`config.mk`:
```
export PLATFORM = sky130hd
export DESIGN_NAME = isa_irq_status
export DESIGN_NICKNAME = d
export VERILOG_FILES = /design/src/logic/isa_aux_mux.v /design/src/logic/isa_irq_status.v
export VERILOG_INCLUDE_DIRS = /design/src /design/src/logic
export SDC_FILE = /design/constraint.sdc
export NUM_CORES = 1
export LEC_CHECK = 0
export ABC_AREA = 1
export BUFFER_PORTS_ARGS = -buffer_cell sky130_fd_sc_hd__buf_4
export CORE_ASPECT_RATIO = 1.1
export CORE_MARGIN = 2
export CORE_UTILIZATION = 55
export CTS_BUF_LIST = sky130_fd_sc_hd__clkbuf_8
export CTS_CLUSTER_SIZE = 40
export DETAILED_ROUTE_END_ITERATION = 10
export MAX_ROUTING_LAYER = met4
export PLACE_DENSITY = 0.75
export SETUP_SLACK_MARGIN = 0.4
export SYNTH_ARGS = -nofsm -noshare
export SYNTH_HDL_FRONTEND = slang
export SYNTH_SLANG_ARGS = --single-unit
```
`constraint.sdc`:
```
create_clock -name mclk_i -period 31.1 [get_ports mclk_i]
set_clock_uncertainty 0.05 [all_clocks]
set_input_delay 4.665 -clock mclk_i [delete_from_list [all_inputs] [get_ports mclk_i]]
set_output_delay 4.665 -clock mclk_i [all_outputs]
set_load 0.005 [all_outputs]
```
`src/logic/isa_consts.vh`:
```
// Constants for the interrupt, status and auxiliary output block
`ifndef ISA_CONSTS_VH
`define ISA_CONSTS_VH
// Register addresses
`define ISA_ADDR_IRQ_EN 8'h22
`define ISA_ADDR_IRQ_SRC 8'h23
`define ISA_ADDR_STATUS 8'h24
`define ISA_ADDR_AUX_A 8'h25
`define ISA_ADDR_AUX_B 8'h26
`define ISA_ADDR_SWRST 8'h3F
// Reset values and software reset key
`define ISA_IRQ_EN_RST 8'h08
`define ISA_ZERO8 8'h00
`define ISA_RESET_KEY 8'hDE
// Status bit positions
`define ISA_ST_HAPT 7
`define ISA_ST_RESET 6
`define ISA_ST_NEAR 5
`define ISA_ST_COMP 4
`define ISA_ST_CONV 3
`define ISA_ST_PEN 2
`define ISA_ST_WARN 1
`define ISA_ST_ALARM 0
// Source bit positions
`define ISA_SRC_HAPT 7
`define ISA_SRC_NEAR 6
`define ISA_SRC_GONE 5
`define ISA_SRC_COMP 4
`define ISA_SRC_PEN_DN 3
`define ISA_SRC_PEN_UP 2
`define ISA_SRC_WARN 1
`define ISA_SRC_ALARM 0
// Aux control A and B fields
`define ISA_AUX1_EN 6
`define ISA_AUX2_EN 5
`define ISA_AUX3_EN 4
`define ISA_AUX1_SEL 3:0
`define ISA_AUX2_SEL 7:4
`define ISA_AUX3_SEL 3:0
// Connection codes
`define ISA_CON_AUX1 4'h1
`define ISA_CON_AUX2 4'h2
`define ISA_CON_AUX3 4'h3
// Select decoding
`define ISA_SEL_STAT2 4'hA
`define ISA_SEL_STAT3 4'hB
`define ISA_SEL_STAT5 4'hD
`define ISA_SEL_STAT6 4'hE
`define ISA_SEL_STAT7 4'hF
`endif

```
`src/logic/isa_aux_mux.v`:
```
// Signal selector for one auxiliary output pin
`timescale 1ns/1ns
module isa_aux_mux
#(
   parameter HIGH_CODES = 1
)
(
   // Sources
   input wire [7:0] src_i,
   input wire [7:0] stat_i,
   // Selection
   input wire [3:0] sel_i,
   // Result
   output reg out_o
);
`include "isa_consts.vh"
always @*
begin
   out_o = 1'b0;
   if (!sel_i[3])
      out_o = src_i[sel_i[2:0]];
   else
   begin
      case (sel_i)
         `ISA_SEL_STAT2: out_o = stat_i[`ISA_ST_PEN];
         `ISA_SEL_STAT3: out_o = stat_i[`ISA_ST_CONV];
         `ISA_SEL_STAT5: out_o = (HIGH_CODES != 0) &&
                                 stat_i[`ISA_ST_NEAR];
         `ISA_SEL_STAT6: out_o = (HIGH_CODES != 0) &&
                                 stat_i[`ISA_ST_RESET];
         `ISA_SEL_STAT7: out_o = (HIGH_CODES != 0) &&
                                 stat_i[`ISA_ST_HAPT];
         // Reserved codes drive low
         default: out_o = 1'b0;
      endcase
   end
end
endmodule // isa_aux_mux

```
`src/logic/isa_irq_status.v`:
```
// Interrupt source, status and auxiliary output logic
`timescale 1ns/1ns
module isa_irq_status
(
   // Clock and reset
   input wire mclk_i,
   input wire reset_n_i,
   // Register port
   input wire [7:0] reg_addr_i,
   input wire [7:0] reg_wdata_i,
   input wire reg_wr_i,
   input wire reg_rd_i,
   output reg [7:0] reg_rdata_o,
   // Live status pins from the engines
   input wire haptic_short_live_i,
   input wire object_near_raw_i,
   input wire compensation_pending_i,
   input wire conversion_running_i,
   input wire conversion_is_near_i,
   input wire pen_down_live_i,
   input wire thermal_warn_live_i,
   input wire thermal_alarm_live_i,
   input wire [15:0] near_average_raw_i,
   // Configuration from other registers
   input wire near_irq_event_select_i,
   input wire thermal_warn_edge_select_i,
   input wire thermal_alarm_edge_select_i,
   input wire pen_detect_operating_mode_i,
   input wire touchscreen_wire_type_i,
   input wire [3:0] near_sensor_connection_i,
   input wire [3:0] near_shield_connection_i,
   // Outputs
   output reg irq_o,
   output reg compensation_trigger_o,
   output reg soft_reset_o,
   output reg [15:0] near_average_value_o,
   output reg aux_pin1_o,
   output reg aux_pin2_o,
   output reg aux_pin3_o,
   output reg aux_pin1_oe_o,
   output reg aux_pin2_oe_o,
   output reg aux_pin3_oe_o
);
`include "isa_consts.vh"

// ****************************************
// Reset combining and input synchronisers
// ****************************************
localparam NSYNC = 8;
reg soft_rst_r;
// Key write resets all but the key register itself
wire rst_n = reset_n_i & ~soft_rst_r;
wire [NSYNC-1:0] raw_in;
reg [NSYNC-1:0] s1_r;
reg [NSYNC-1:0] s2_r;
reg [NSYNC-1:0] s3_r;
reg [NSYNC-1:0] live_r;
reg [NSYNC-1:0] prev_r;
assign raw_in = {haptic_short_live_i, object_near_raw_i,
                 compensation_pending_i, conversion_running_i,
                 pen_down_live_i, thermal_warn_live_i,
                 thermal_alarm_live_i, conversion_is_near_i};
localparam I_HAPT = 7;
localparam I_NEAR = 6;
localparam I_COMP = 5;
localparam I_CONV = 4;
localparam I_PEN = 3;
localparam I_WARN = 2;
localparam I_ALARM = 1;
localparam I_KIND = 0;

// Three stages; a change is accepted when stages two and three agree
genvar g;
generate
   for (g = 0; g < NSYNC; g = g + 1)
   begin : g_sync
      always @(posedge mclk_i or negedge rst_n)
      begin
         if (!rst_n)
         begin
            s1_r[g] <= 1'b0;
            s2_r[g] <= 1'b0;
            s3_r[g] <= 1'b0;
            live_r[g] <= 1'b0;
            prev_r[g] <= 1'b0;
         end
         else
         begin
            s1_r[g] <= raw_in[g];
            s2_r[g] <= s1_r[g];
            s3_r[g] <= s2_r[g];
            if (s2_r[g] == s3_r[g])
               live_r[g] <= s3_r[g];
            prev_r[g] <= live_r[g];
         end
      end
   end
endgenerate

// ****************************************
// Near status freeze
// ****************************************
reg near_held_r;
reg [15:0] avg_s1_r;
reg [15:0] avg_s2_r;
wire pen_now = live_r[I_PEN];
// Multi-bit average is sampled twice; only copied while pen is up
always @(posedge mclk_i or negedge rst_n)
begin
   if (!rst_n)
   begin
      near_held_r <= 1'b0;
      avg_s1_r <= 16'h0000;
      avg_s2_r <= 16'h0000;
      near_average_value_o <= 16'h0000;
   end
   else
   begin
      avg_s1_r <= near_average_raw_i;
      avg_s2_r <= avg_s1_r;
      if (!pen_now)
      begin
         near_held_r <= live_r[I_NEAR];
         near_average_value_o <= avg_s2_r;
      end
   end
end
reg near_prev_r;

// ****************************************
// Edge detection
// ****************************************
wire rise_hapt = live_r[I_HAPT] & ~prev_r[I_HAPT];
// Near edges use the held copy, so a frozen status raises no event
wire rise_near = near_held_r & ~near_prev_r;
wire fall_near = ~near_held_r & near_prev_r;
wire fall_comp = ~live_r[I_COMP] & prev_r[I_COMP];
wire fall_conv = ~live_r[I_CONV] & prev_r[I_CONV];
wire rise_pen = live_r[I_PEN] & ~prev_r[I_PEN];
wire fall_pen = ~live_r[I_PEN] & prev_r[I_PEN];
wire chg_warn = live_r[I_WARN] ^ prev_r[I_WARN];
wire chg_alarm = live_r[I_ALARM] ^ prev_r[I_ALARM];
// Conversion kind is read from the delayed copy, valid at the fall
wire conv_near = prev_r[I_KIND];
reg [7:0] ev;
always @*
begin
   ev = 8'h00;
   ev[`ISA_SRC_HAPT] = rise_hapt;
   ev[`ISA_SRC_NEAR] = rise_near;
   ev[`ISA_SRC_GONE] = near_irq_event_select_i ?
                       (fall_conv & conv_near) : fall_near;
   ev[`ISA_SRC_COMP] = fall_comp;
   ev[`ISA_SRC_PEN_DN] = pen_detect_operating_mode_i ? rise_pen :
                         (fall_conv & ~conv_near);
   ev[`ISA_SRC_PEN_UP] = fall_pen;
   ev[`ISA_SRC_WARN] = chg_warn & (live_r[I_WARN] ==
                       thermal_warn_edge_select_i);
   ev[`ISA_SRC_ALARM] = chg_alarm & (live_r[I_ALARM] ==
                        thermal_alarm_edge_select_i);
end

// ****************************************
// Registers
// ****************************************
reg [7:0] irq_en_r;
reg [7:0] irq_src_r;
reg [7:0] aux_a_r;
reg [7:0] aux_b_r;
reg reset_seen_r;
reg comp_req_r;
wire wr_en = reg_wr_i && (reg_addr_i == `ISA_ADDR_IRQ_EN);
wire rd_src = reg_rd_i && (reg_addr_i == `ISA_ADDR_IRQ_SRC);
wire rd_stat = reg_rd_i && (reg_addr_i == `ISA_ADDR_STATUS);
wire wr_stat = reg_wr_i && (reg_addr_i == `ISA_ADDR_STATUS);
wire wr_swrst = reg_wr_i && (reg_addr_i == `ISA_ADDR_SWRST);
wire [7:0] status;
assign status = {live_r[I_HAPT], reset_seen_r, near_held_r,
                 live_r[I_COMP] | comp_req_r, live_r[I_CONV],
                 live_r[I_PEN], live_r[I_WARN],
                 live_r[I_ALARM]};

always @(posedge mclk_i or negedge rst_n)
begin
   if (!rst_n)
   begin
      irq_en_r <= `ISA_IRQ_EN_RST;
      irq_src_r <= `ISA_ZERO8;
      aux_a_r <= `ISA_ZERO8;
      aux_b_r <= `ISA_ZERO8;
      reset_seen_r <= 1'b1;
      comp_req_r <= 1'b0;
      near_prev_r <= 1'b0;
   end
   else
   begin
      near_prev_r <= near_held_r;
      if (wr_en)
         irq_en_r <= reg_wdata_i;
      if (reg_wr_i && (reg_addr_i == `ISA_ADDR_AUX_A))
         aux_a_r <= reg_wdata_i;
      if (reg_wr_i && (reg_addr_i == `ISA_ADDR_AUX_B))
         aux_b_r <= reg_wdata_i;
      // Source read clears; a new event in the same cycle survives
      irq_src_r <= (rd_src ? `ISA_ZERO8 : irq_src_r) | ev;
      if (rd_stat)
         reset_seen_r <= 1'b0;
      // Request holds until the engine reports pending
      if (wr_stat && reg_wdata_i[`ISA_ST_COMP])
         comp_req_r <= 1'b1;
      else if (live_r[I_COMP])
         comp_req_r <= 1'b0;
   end
end

// ****************************************
// Software reset key
// ****************************************
// Runs on the pin reset only, so the internal pulse lasts a full
// cycle instead of clearing itself within the same instant
always @(posedge mclk_i or negedge reset_n_i)
begin
   if (!reset_n_i)
   begin
      soft_rst_r <= 1'b0;
      soft_reset_o <= 1'b0;
   end
   else
   begin
      soft_rst_r <= wr_swrst &&
                    (reg_wdata_i == `ISA_RESET_KEY);
      // Visible to the rest of the chip one cycle after the internal reset is applied
      soft_reset_o <= soft_rst_r;
   end
end

// ****************************************
// Auxiliary output selection
// ****************************************
wire aux1_val;
wire aux2_val;
wire aux3_val;
isa_aux_mux #(.HIGH_CODES(0)) u_aux1
(
   .src_i(irq_src_r),
   .stat_i(status),
   .sel_i(aux_a_r[`ISA_AUX1_SEL]),
   .out_o(aux1_val)
);
isa_aux_mux #(.HIGH_CODES(0)) u_aux2
(
   .src_i(irq_src_r),
   .stat_i(status),
   .sel_i(aux_b_r[`ISA_AUX2_SEL]),
   .out_o(aux2_val)
);
isa_aux_mux #(.HIGH_CODES(1)) u_aux3
(
   .src_i(irq_src_r),
   .stat_i(status),
   .sel_i(aux_b_r[`ISA_AUX3_SEL]),
   .out_o(aux3_val)
);
// Pins 1 and 2 never drive while the sensor owns them, pin 3 while the shield does
wire aux1_ok = aux_a_r[`ISA_AUX1_EN] && !touchscreen_wire_type_i &&
   (near_sensor_connection_i != `ISA_CON_AUX1);
wire aux2_ok = aux_a_r[`ISA_AUX2_EN] &&
   (near_sensor_connection_i != `ISA_CON_AUX2);
wire aux3_ok = aux_a_r[`ISA_AUX3_EN] && !touchscreen_wire_type_i &&
   (near_shield_connection_i != `ISA_CON_AUX3);

// ****************************************
// Read data and output registers
// ****************************************
reg [7:0] rdata_nxt;
always @*
begin
   case (reg_addr_i)
      `ISA_ADDR_IRQ_EN: rdata_nxt = irq_en_r;
      `ISA_ADDR_IRQ_SRC: rdata_nxt = irq_src_r;
      `ISA_ADDR_STATUS: rdata_nxt = status;
      `ISA_ADDR_AUX_A: rdata_nxt = aux_a_r;
      `ISA_ADDR_AUX_B: rdata_nxt = aux_b_r;
      // Reset key register is write only
      default: rdata_nxt = `ISA_ZERO8;
   endcase
end

always @(posedge mclk_i or negedge rst_n)
begin
   if (!rst_n)
   begin
      reg_rdata_o <= `ISA_ZERO8;
      irq_o <= 1'b0;
      compensation_trigger_o <= 1'b0;
      aux_pin1_o <= 1'b0;
      aux_pin2_o <= 1'b0;
      aux_pin3_o <= 1'b0;
      aux_pin1_oe_o <= 1'b0;
      aux_pin2_oe_o <= 1'b0;
      aux_pin3_oe_o <= 1'b0;
   end
   else
   begin
      if (reg_rd_i)
         reg_rdata_o <= rdata_nxt;
      irq_o <= |(irq_src_r & irq_en_r);
      compensation_trigger_o <= comp_req_r;
      // Value forced low whenever its pin is not driven
      aux_pin1_o <= aux1_val & aux1_ok;
      aux_pin2_o <= aux2_val & aux2_ok;
      aux_pin3_o <= aux3_val & aux3_ok;
      aux_pin1_oe_o <= aux1_ok;
      aux_pin2_oe_o <= aux2_ok;
      aux_pin3_oe_o <= aux3_ok;
   end
end
endmodule // isa_irq_status
```
==> run summary, run 1 <==
The flow ran to the end, and the final reports show no timing, DRC or antenna violations. The vias per cell is 5.24. The fraction of power spent switching nets came out at 0.251.

The data arrival time of the critical path is approximately 6.4 ns. Counting along the longest clock path gives a buffer depth of 2. The initial cell density of the core is 0.558.

After detailed routing, the total wire length is 11.2 mm. The transition time of the tightest slew-check pin came out at between 1 and 1.5 ns. Among all flip-flop cells after synthesis, the most frequent one is sky130_fd_sc_hd__dfrtp_1. The number of buffers inserted to repair setup after CTS is 0. The first global-routing pass estimated ~18 mm of wire.

The core area is slightly below 10000 um^2. The routability congestion estimate from global placement came out at 0.880. The share of total power dissipated in combinational logic is 0.084. The clock-pin slew reported for the worst setup and hold paths after clock tree synthesis is ~0.080 ns. The x dimension of the die came out at 98.8 um. Once the clock tree was built, the resizer swapped 0 gates to a different size. The number of antenna violations at the first check in global routing is 0. The number of buffers created by CTS is 17. The final-report hold violation count is 0.

Entering global routing, the biggest net connects 88 pins. After synthesis, the share of flip-flops with an asynchronous set or reset is 1.00. Timing would allow up to 167 MHz. The sequential share of power is 0.533. After the last flow step, the layout net total stands at around 670. The count of nets left with antenna violations after detail routing is 0.

In this run the number of H-tree levels came out at 4. The post-synthesis cell type count came out at 33. Detailed placement ended at an HPWL of 7.91 mm. The summed negative setup slack over all endpoints is 0 ns. The relative slew slack came out at 0.301. STA classifies the critical path startpoint as an input port. The hold buffer count at CTS came out at 0. The overall die area came out at 10700 um^2. The growth of design area from synthesis to finish is 21.3%. The number of instances in the synthesized netlist is 512. The violation count after the first detailed-route iteration came out at 265. Setup repair after global routing left no endpoint under its margin. The endpoint required time on the critical path came out at roughly 31 ns. Setup violations remaining at the end of the flow were counted as 0. Of the synthesized area, sequential elements account for 0.649.

The internal portion of the total power is approximately 0.00029 W. The power per unit of standard cell area came out at roughly 58 nW/um^2. When the netlist entered floorplanning its net count stood at 569. TritonCTS built the clock tree. In the final routed layout, each cell accounts on average for 15.1 um. The total clock sinks came out at approximately 140. The cell area that synthesis handed to floorplanning was 5440 um^2. The share of final-layout standard cells stronger than drive strength 1 came out at 0.240.

The type of the worst setup path is in -> async. The source-to-sink clock delay at the later pin of the worst-skew pair came out at ~0.43 ns. After synthesis, the cell types taking the most area are sky130_fd_sc_hd__dfrtp_1, sky130_fd_sc_hd__nand2_1, sky130_fd_sc_hd__nand3_1. The count of state elements after synthesis came out at ~140. The I/O pin total is 90. The count of antenna diodes in the layout is 0. The fill cell instance count of the final layout came out at 753. The max-capacitance violation count came out at 0.

After global routing the overflow that remains totals 0. The relative contribution of the clock network to total power is 0.383. In the finished design, the share of the clock period the worst path needs comes to 0.193. The sort of element at the end of the critical path is an asynchronous set/reset pin. For this design the static power due to leakage is 3.26 nW. Across all hold checks on the routed design, the worst slack comes to roughly 0.3 ns.

The fraction of post-synthesis cell area in the top cell type by area is 0.640. The pre-antenna-repair detailed-routing pass consisted of 5 iterations. During synthesis, Yosys emitted a total of 0 warnings. The number of max-slew violations in the final report is 0. The net switching component of the power came out at approximately 0.000096 W. The routed layout has 3886 vias.

The via count of the first global-routing pass is around 3800. The number of placement rows came out at 38. The tightest min-delay check is of the reg -> reg type. The highest ir drop seen on vdd came out at ~0.047 mV. The number of port buffers came out at 89. Counting instances in the post-synthesis netlist gives the leading cell types as sky130_fd_sc_hd__dfrtp_1, sky130_fd_sc_hd__nand2_1, sky130_fd_sc_hd__nand3_1, sky130_fd_sc_hd__inv_1, sky130_fd_sc_hd__o21ai_1.

Averaged over all synthesized cells, the footprint is between 10 and 15 um^2. The synthesized design contains 0 enable-type register cells. The remaining routing DRC violations is 0.

The chip height came out at ~110 um. The highest fanout seen on the critical path came out at 87. For this run, the total global-route usage over all layers was measured as 0.231. The synthesized design spends more area on one cell type than any other, namely sky130_fd_sc_hd__dfrtp_1. The most common cell in the netlist is sky130_fd_sc_hd__dfrtp_1.

The root buffer cell is sky130_fd_sc_hd__clkbuf_8. The time the worst path needs with I/O delays and setup is 6.00 ns.
==> registers in the layout, summed over array words and instances, names as in the netlist, 6 cells and up <==
register,cells
aux_b_r,8
live_r,7
aux_a_r,8
avg_s2_r,16
s2_r,8
s3_r,8
avg_s1_r,16
prev_r,6
near_average_value_o,16
irq_en_r,8
s1_r,8
irq_src_r,8
reg_rdata_o,8
==> layout by cell type (no fill, tap or decap), drive strengths merged <==
master	instances
nor4b	1
dfstp	2
a221oi	2
nand4	6
or3	2
o211ai	4
mux2	16
a21oi	14
bufinv	2
o22ai	4
nand2	105
or2	1
o21ai	35
dfrtp	139
clkinv	5
buf	91
inv	66
nor3	1
maj3	8
nand3	62
clkinvlp	4
clkbuf	18
a31oi	1
nor2	33
==> per-stage QoR <==
stage / std cells / instance area (um^2) / worst slack, ns / power (W) / util
floorplan: 512 / 5440 / 18.07 / 0.000222 / -
global placement: 710 / 6190 / 24.58 / 0.000239 / 0.635
detailed placement: 710 / 6190 / 24.54 / 0.000241 / 0.635
CTS: 742 / 6600 / 25.01 / 0.000387 / 0.677
global route: 742 / 6600 / 24.69 / 0.000400 / 0.677
finish: 742 / 6600 / 25.10 / 0.000383 / 0.677
==> worst paths after layout <==
| path | depth (start not counted) | from | slack, ns | endpoint |
|---|---|---|---|---|
| max | 5 | reset_n_i | 25.10 | reg_rdata_o[6] |
| min | 0 | s1_r[0] | 0.30 | s2_r[0] |
| max reg2reg | 3 | soft_rst_r | 29.04 | reg_rdata_o[6] |
| min reg2reg | 0 | s1_r[0] | 0.30 | s2_r[0] |
| max in group mclk_i | 7 | reg_addr_i[4] | 25.33 | irq_en_r[4] |
| min in group asynchronous | 2 | soft_rst_r | 0.49 | aux_a_r[6] |
==> cell type report <==
| type | count | area (um^2) | share of cell area |
|---|---|---|---|
| clock inverters | 14 | 160 | 0.0243 |
| repair buffers | 91 | 683 | 0.104 |
| inverters | 63 | 236 | 0.0358 |
| flip-flops and latches | 141 | 3530 | 0.535 |
| well taps | 120 | 150 | 0.0228 |
| clock buffers | 18 | 248 | 0.0375 |
| multi-input cells | 295 | 1590 | 0.241 |
==> worst max-delay path: stages <==
cell	delay, ns
sky130_fd_sc_hd__buf_4	0.09
sky130_fd_sc_hd__inv_1	0.05
sky130_fd_sc_hd__nor2_4	0.06
sky130_fd_sc_hd__buf_4	0.51
sky130_fd_sc_hd__buf_4	0.89
==> metal layers <==
metal,share of wire,vias up,wire length [um],global-route usage
met5,0,-,0,-
met4,0.021,0,240,0.0910
met3,0.062,20,700,0.0517
met2,0.49,136,5490,0.358
met1,0.43,1872,4780,0.300
li1,-,1858,-,-
==> kinds of logic after synthesis <==
family / after synthesis / share of synthesized area
AND/OR/NAND/NOR: 211 / 0.183
AO/OA/AOI/OAI: 60 / 0.0596
multiplexers: 16 / 0.0331
buffers and inverters: 76 / 0.0600
flip-flops: 141 / 0.649
adder cells (fa/ha/maj): 8 / 0.0147
==> power by group through the flow <==
stage | logic, W | clock network (W) | registers, W
after global placement | 0.0000316 | 0 | 0.000208
after floorplan | 0.0000171 | 0 | 0.000204
after CTS | 0.0000328 | 0.000150 | 0.000204
final | 0.0000322 | 0.000147 | 0.000204
after global routing | 0.0000364 | 0.000158 | 0.000206
after detailed placement | 0.0000326 | 0 | 0.000208
Note: power is estimated with default switching activity, not from simulation.
==> run 2: changes to the inputs <==
- ABC_AREA: 1 -> 0
- CORE_UTILIZATION: 55 -> 52
- clock period: 31.1 -> 5.3 ns (I/O delays scaled with it)
==> run 2 against run 1 <==
Sequential power rose to 5.8 times the previous value. Power rose to 5.7 times the previous value. Sequential share of layout area up 1.4 points. Synthesized area down 3.4%. Count of clock-buffer cells in the layout unchanged. Worst hold slack worse by 0.23 ns. Critical path depth unchanged. Utilization down 2.3 points. Register-to-register slack worse by 26 ns. Combinational power rose to 5.7 times the previous value. Largest power group unchanged.
==> run summary, run 2 <==
The flow ran to the end, and the final reports show no timing, DRC or antenna violations. The routability congestion estimate from global placement came to 0.929 (+5.6%). The fraction of power spent switching nets is 0.253 (+0.00118). STA classifies the critical path startpoint as an input port. The share of final-layout standard cells stronger than drive strength 1 is 0.408 (+0.168). Setup repair after global routing left no endpoint under its margin. Among all flip-flop cells after synthesis, the most frequent one is sky130_fd_sc_hd__dfrtp_1. The data arrival time of the critical path is 2.27 ns (-4.09 ns). The internal power contribution is 0.00164 W (+470%). The first-pass GRT wire length is 17.3 mm (-5.7%). The number of placement rows came to 38 (unchanged). The worst slack after detailed placement is 2.85 ns (-21.69 ns). The hold buffer count at CTS is 0 (unchanged). The proportion of register bits with asynchronous set or reset after synthesis was 1.00 (unchanged). The count of cells resized by post-cts repair is 0 (unchanged). The relative slew slack is 0.322 (+0.0208). The number of max-slew violations in the final report came to 0 (unchanged).

Ranked by instance count, the synthesized netlist is headed by sky130_fd_sc_hd__dfrtp_1, sky130_fd_sc_hd__mux2_2, sky130_fd_sc_hd__nand2_1, sky130_fd_sc_hd__and3b_1, sky130_fd_sc_hd__o21ai_0. The number of instances in the synthesized netlist came out at 343 (-33%). The initial cell density of the core came out at 0.534 (-0.0241). The type of the worst setup path is in -> reg.

The number of antenna violations at the first check in global routing is 0 (unchanged). The I/O pin total is 90 (unchanged). The time the worst path needs with I/O delays and setup is around 2.0 ns. The worst-case setup margin in the final layout is 3.31 ns (-21.79 ns). The deepest clock path buffer count is 2 (unchanged). The via count of the first global-routing pass came out at 3332 (-11%).

The remaining routing DRC violations came out at 0 (unchanged). TritonCTS built the clock tree. The count of final setup violators is 0 (unchanged).

The total clock sinks came out at 141 (unchanged). The source-to-sink clock delay at the later pin of the worst-skew pair came out at 0.44 ns (about the same). The fill cell instance count of the final layout is 754 (+0.13%).

The final routed wire length divided by cell count is 18.4 um (+22%). The library cells used most frequently in the layout, excluding fill and tap cells, are sky130_fd_sc_hd__dfrtp_1, sky130_fd_sc_hd__buf_4, sky130_fd_sc_hd__mux2_2. The number of buffers inserted to repair setup after CTS is 0 (unchanged).

The H-tree level count came to 4 (unchanged). The relative contribution of the clock network to total power is 0.373 (-0.010). The largest total area in the synthesized netlist belongs to sky130_fd_sc_hd__dfrtp_1. The transition time of the tightest slew-check pin is 1.02 ns (-0.0311 ns). The sequential share of power was 0.543 (+0.010). The number of vias in the routed layout is 3179 (-18%). The Yosys warning count came out at 0 (unchanged). The maximum number of pins on one net before global-route repair came out at 61 (-31%). sky130_fd_sc_hd__dfrtp_1 is the most common cell in the netlist. The global-route usage over all layers came out at 0.220 (-0.0108). The residual overflow from global routing was 0 (unchanged).

The post-synthesis cell type count came out at 47 (+42%). The highest fanout seen on the critical path is 8 (-91%). The clock-pin slew reported for the worst setup and hold paths after clock tree synthesis is 0.08 ns (about the same).

STA classifies the critical path endpoint as a register. The fraction of post-synthesis cell area in the top cell type by area came out at 0.662 (+0.0224). The number of port buffers is 89 (unchanged). The overall die area came out at 10900 um^2 (+2.1%). The final routed wirelength across all metal layers is 10.6 mm (-5.4%). The kind of path behind the tightest hold check is in -> async. The first-pass iteration count of the detailed router came out at 6 (+1). The vias per cell came out at 5.52 (+5.4%). The final-report hold violation count was 0 (unchanged). The summed negative setup slack over all endpoints is 0 ns (unchanged).

The number of buffers created by CTS came out at 17 (unchanged). The endpoint required time on the critical path came out at 5.57 ns (-25.89 ns). The total half-perimeter wirelength after legalization and detailed placement is 7.37 mm (-6.9%).

The growth of design area from synthesis to finish came out at 22.4%. The highest ir drop seen on vdd is 0.243 mV (+410%). The count of antenna diodes in the layout came out at 0 (unchanged). The violation count after the first detailed-route iteration is 205 (-23%). The count of state elements after synthesis was 141 (unchanged).

The max-capacitance violation count is 0 (unchanged). The post-synthesis cell area is 5260 um^2 (-3.4%). The chip height was 109 um (+1.1%). The count of nets left with antenna violations after detail routing is 0 (unchanged). The largest registers in the layout are avg_s1_r: 16 flops, avg_s2_r: 16 flops, near_average_value_o: 16 flops. The static leakage is 2.98 nW (-8.6%). In the finished design, the share of the clock period the worst path needs comes to 0.376. The x dimension of the die came out at 99.9 um (+1.0%).

The root buffer cell is sky130_fd_sc_hd__clkbuf_8. The number of nets at the end of the flow is 500 (-25%). The core area is 9840 um^2 (+0.98%). The library cell used most frequently in the layout, excluding fill and tap cells, is sky130_fd_sc_hd__dfrtp_1. The net switching component of the power came out at 0.000555 W (+480%). The mean instance size in the synthesized netlist is 15.3 um^2 (+44%). The sequential-to-total area share from yosys stat is 0.672 (+0.0227). Derived from the worst setup path, the maximum achievable clock frequency is about 500 MHz. The power per unit of standard cell area came out at 341 nW/um^2 (+490%).

By area the synthesized netlist is led by sky130_fd_sc_hd__dfrtp_1, sky130_fd_sc_hd__mux2_2, sky130_fd_sc_hd__mux4_2. The portion of total power attributed to combinational logic is 0.084 (about the same). The number of enable-type register cells in the synthesized netlist came out at 0 (unchanged). The net count after synthesis came out at 400 (-30%).
==> run 2: cell types whose count changed after synthesis, sizes merged, moves of 25 or more <==
cell   delta
mux2     +32
nor2     -26
inv      -53
nand3    -58
o21ai    -25
nand2    -90
==> run 2: area by class of cell <==
| class | instances | area, um^2 | share of cell area |
|---|---|---|---|
| multi-input combinational | 184 | 1650 | 0.257 |
| tap | 120 | 150 | 0.0233 |
| clock inverter | 14 | 136 | 0.0212 |
| timing repair buffer | 91 | 683 | 0.106 |
| clock buffer | 18 | 248 | 0.0385 |
| inverter | 8 | 30.0 | 0.00467 |
| sequential | 141 | 3530 | 0.549 |
==> run 2: path summary, 6_finish.rpt <==
| path | start | end | slack (ns) | cells after the start |
|---|---|---|---|---|
| min in group mclk_i | avg_s1_r[8] | avg_s2_r[8] | 0.30 | 0 |
| hold / removal | reset_n_i | soft_reset_o | 0.07 | 1 |
| hold reg to reg | avg_s1_r[8] | avg_s2_r[8] | 0.30 | 0 |
| max in group asynchronous | reset_n_i | s3_r[0] | 3.41 | 3 |
| setup / recovery | reg_addr_i[7] | aux_b_r[1] | 3.31 | 5 |
| setup reg to reg | pen_now | aux_pin3_o | 3.46 | 4 |
==> run 2: per-stage QoR <==
step / instance area [um^2] / total power, W / hold slack [ns] / instances / utilization
after floorplan: 5260 / 0.00129 / 0.281 / 343 / -
after global placement: 6050 / 0.00139 / 0.281 / 544 / 0.614
after detailed placement: 6050 / 0.00140 / 0.285 / 544 / 0.614
after CTS: 6430 / 0.00223 / 0.0434 / 576 / 0.653
after global routing: 6430 / 0.00230 / 0.0481 / 576 / 0.653
final: 6430 / 0.00220 / 0.0733 / 576 / 0.653
==> run 2: logic make-up after synthesis <==
family	after synthesis	share of synthesized area
muxes	60	0.142
buffers and inverters	18	0.0150
and+or+nand+nor	69	0.0893
adders and majority gates	8	0.0152
AOI/OAI and AO/OA	47	0.0662
DFF	141	0.672
==> run 2: routing by layer <==
metal / wire [um] / vias to the layer above / GRT usage
met3: 476 / 14 / 0.0534
met4: 174 / 0 / 0.0783
met5: 0 / - / -
li1: - / 1455 / -
met1: 4650 / 1610 / 0.278
met2: 5300 / 100 / 0.352
==> run 2: power by group through the flow <==
stage | clock network, W | registers (W) | logic, W
floorplan | 0 | 0.00119 | 0.0000974
global placement | 0 | 0.00121 | 0.000182
detailed placement | 0 | 0.00121 | 0.000187
CTS | 0.000845 | 0.00119 | 0.000188
global route | 0.000891 | 0.00120 | 0.000204
finish | 0.000820 | 0.00119 | 0.000184
==> run 2: critical path, cell delays in order <==
cell and delay [ns]:
sky130_fd_sc_hd__buf_4 0.12, sky130_fd_sc_hd__nor3b_4 0.26, sky130_fd_sc_hd__and3_1 0.26, sky130_fd_sc_hd__and4b_1 0.45
sky130_fd_sc_hd__mux2_2 0.38
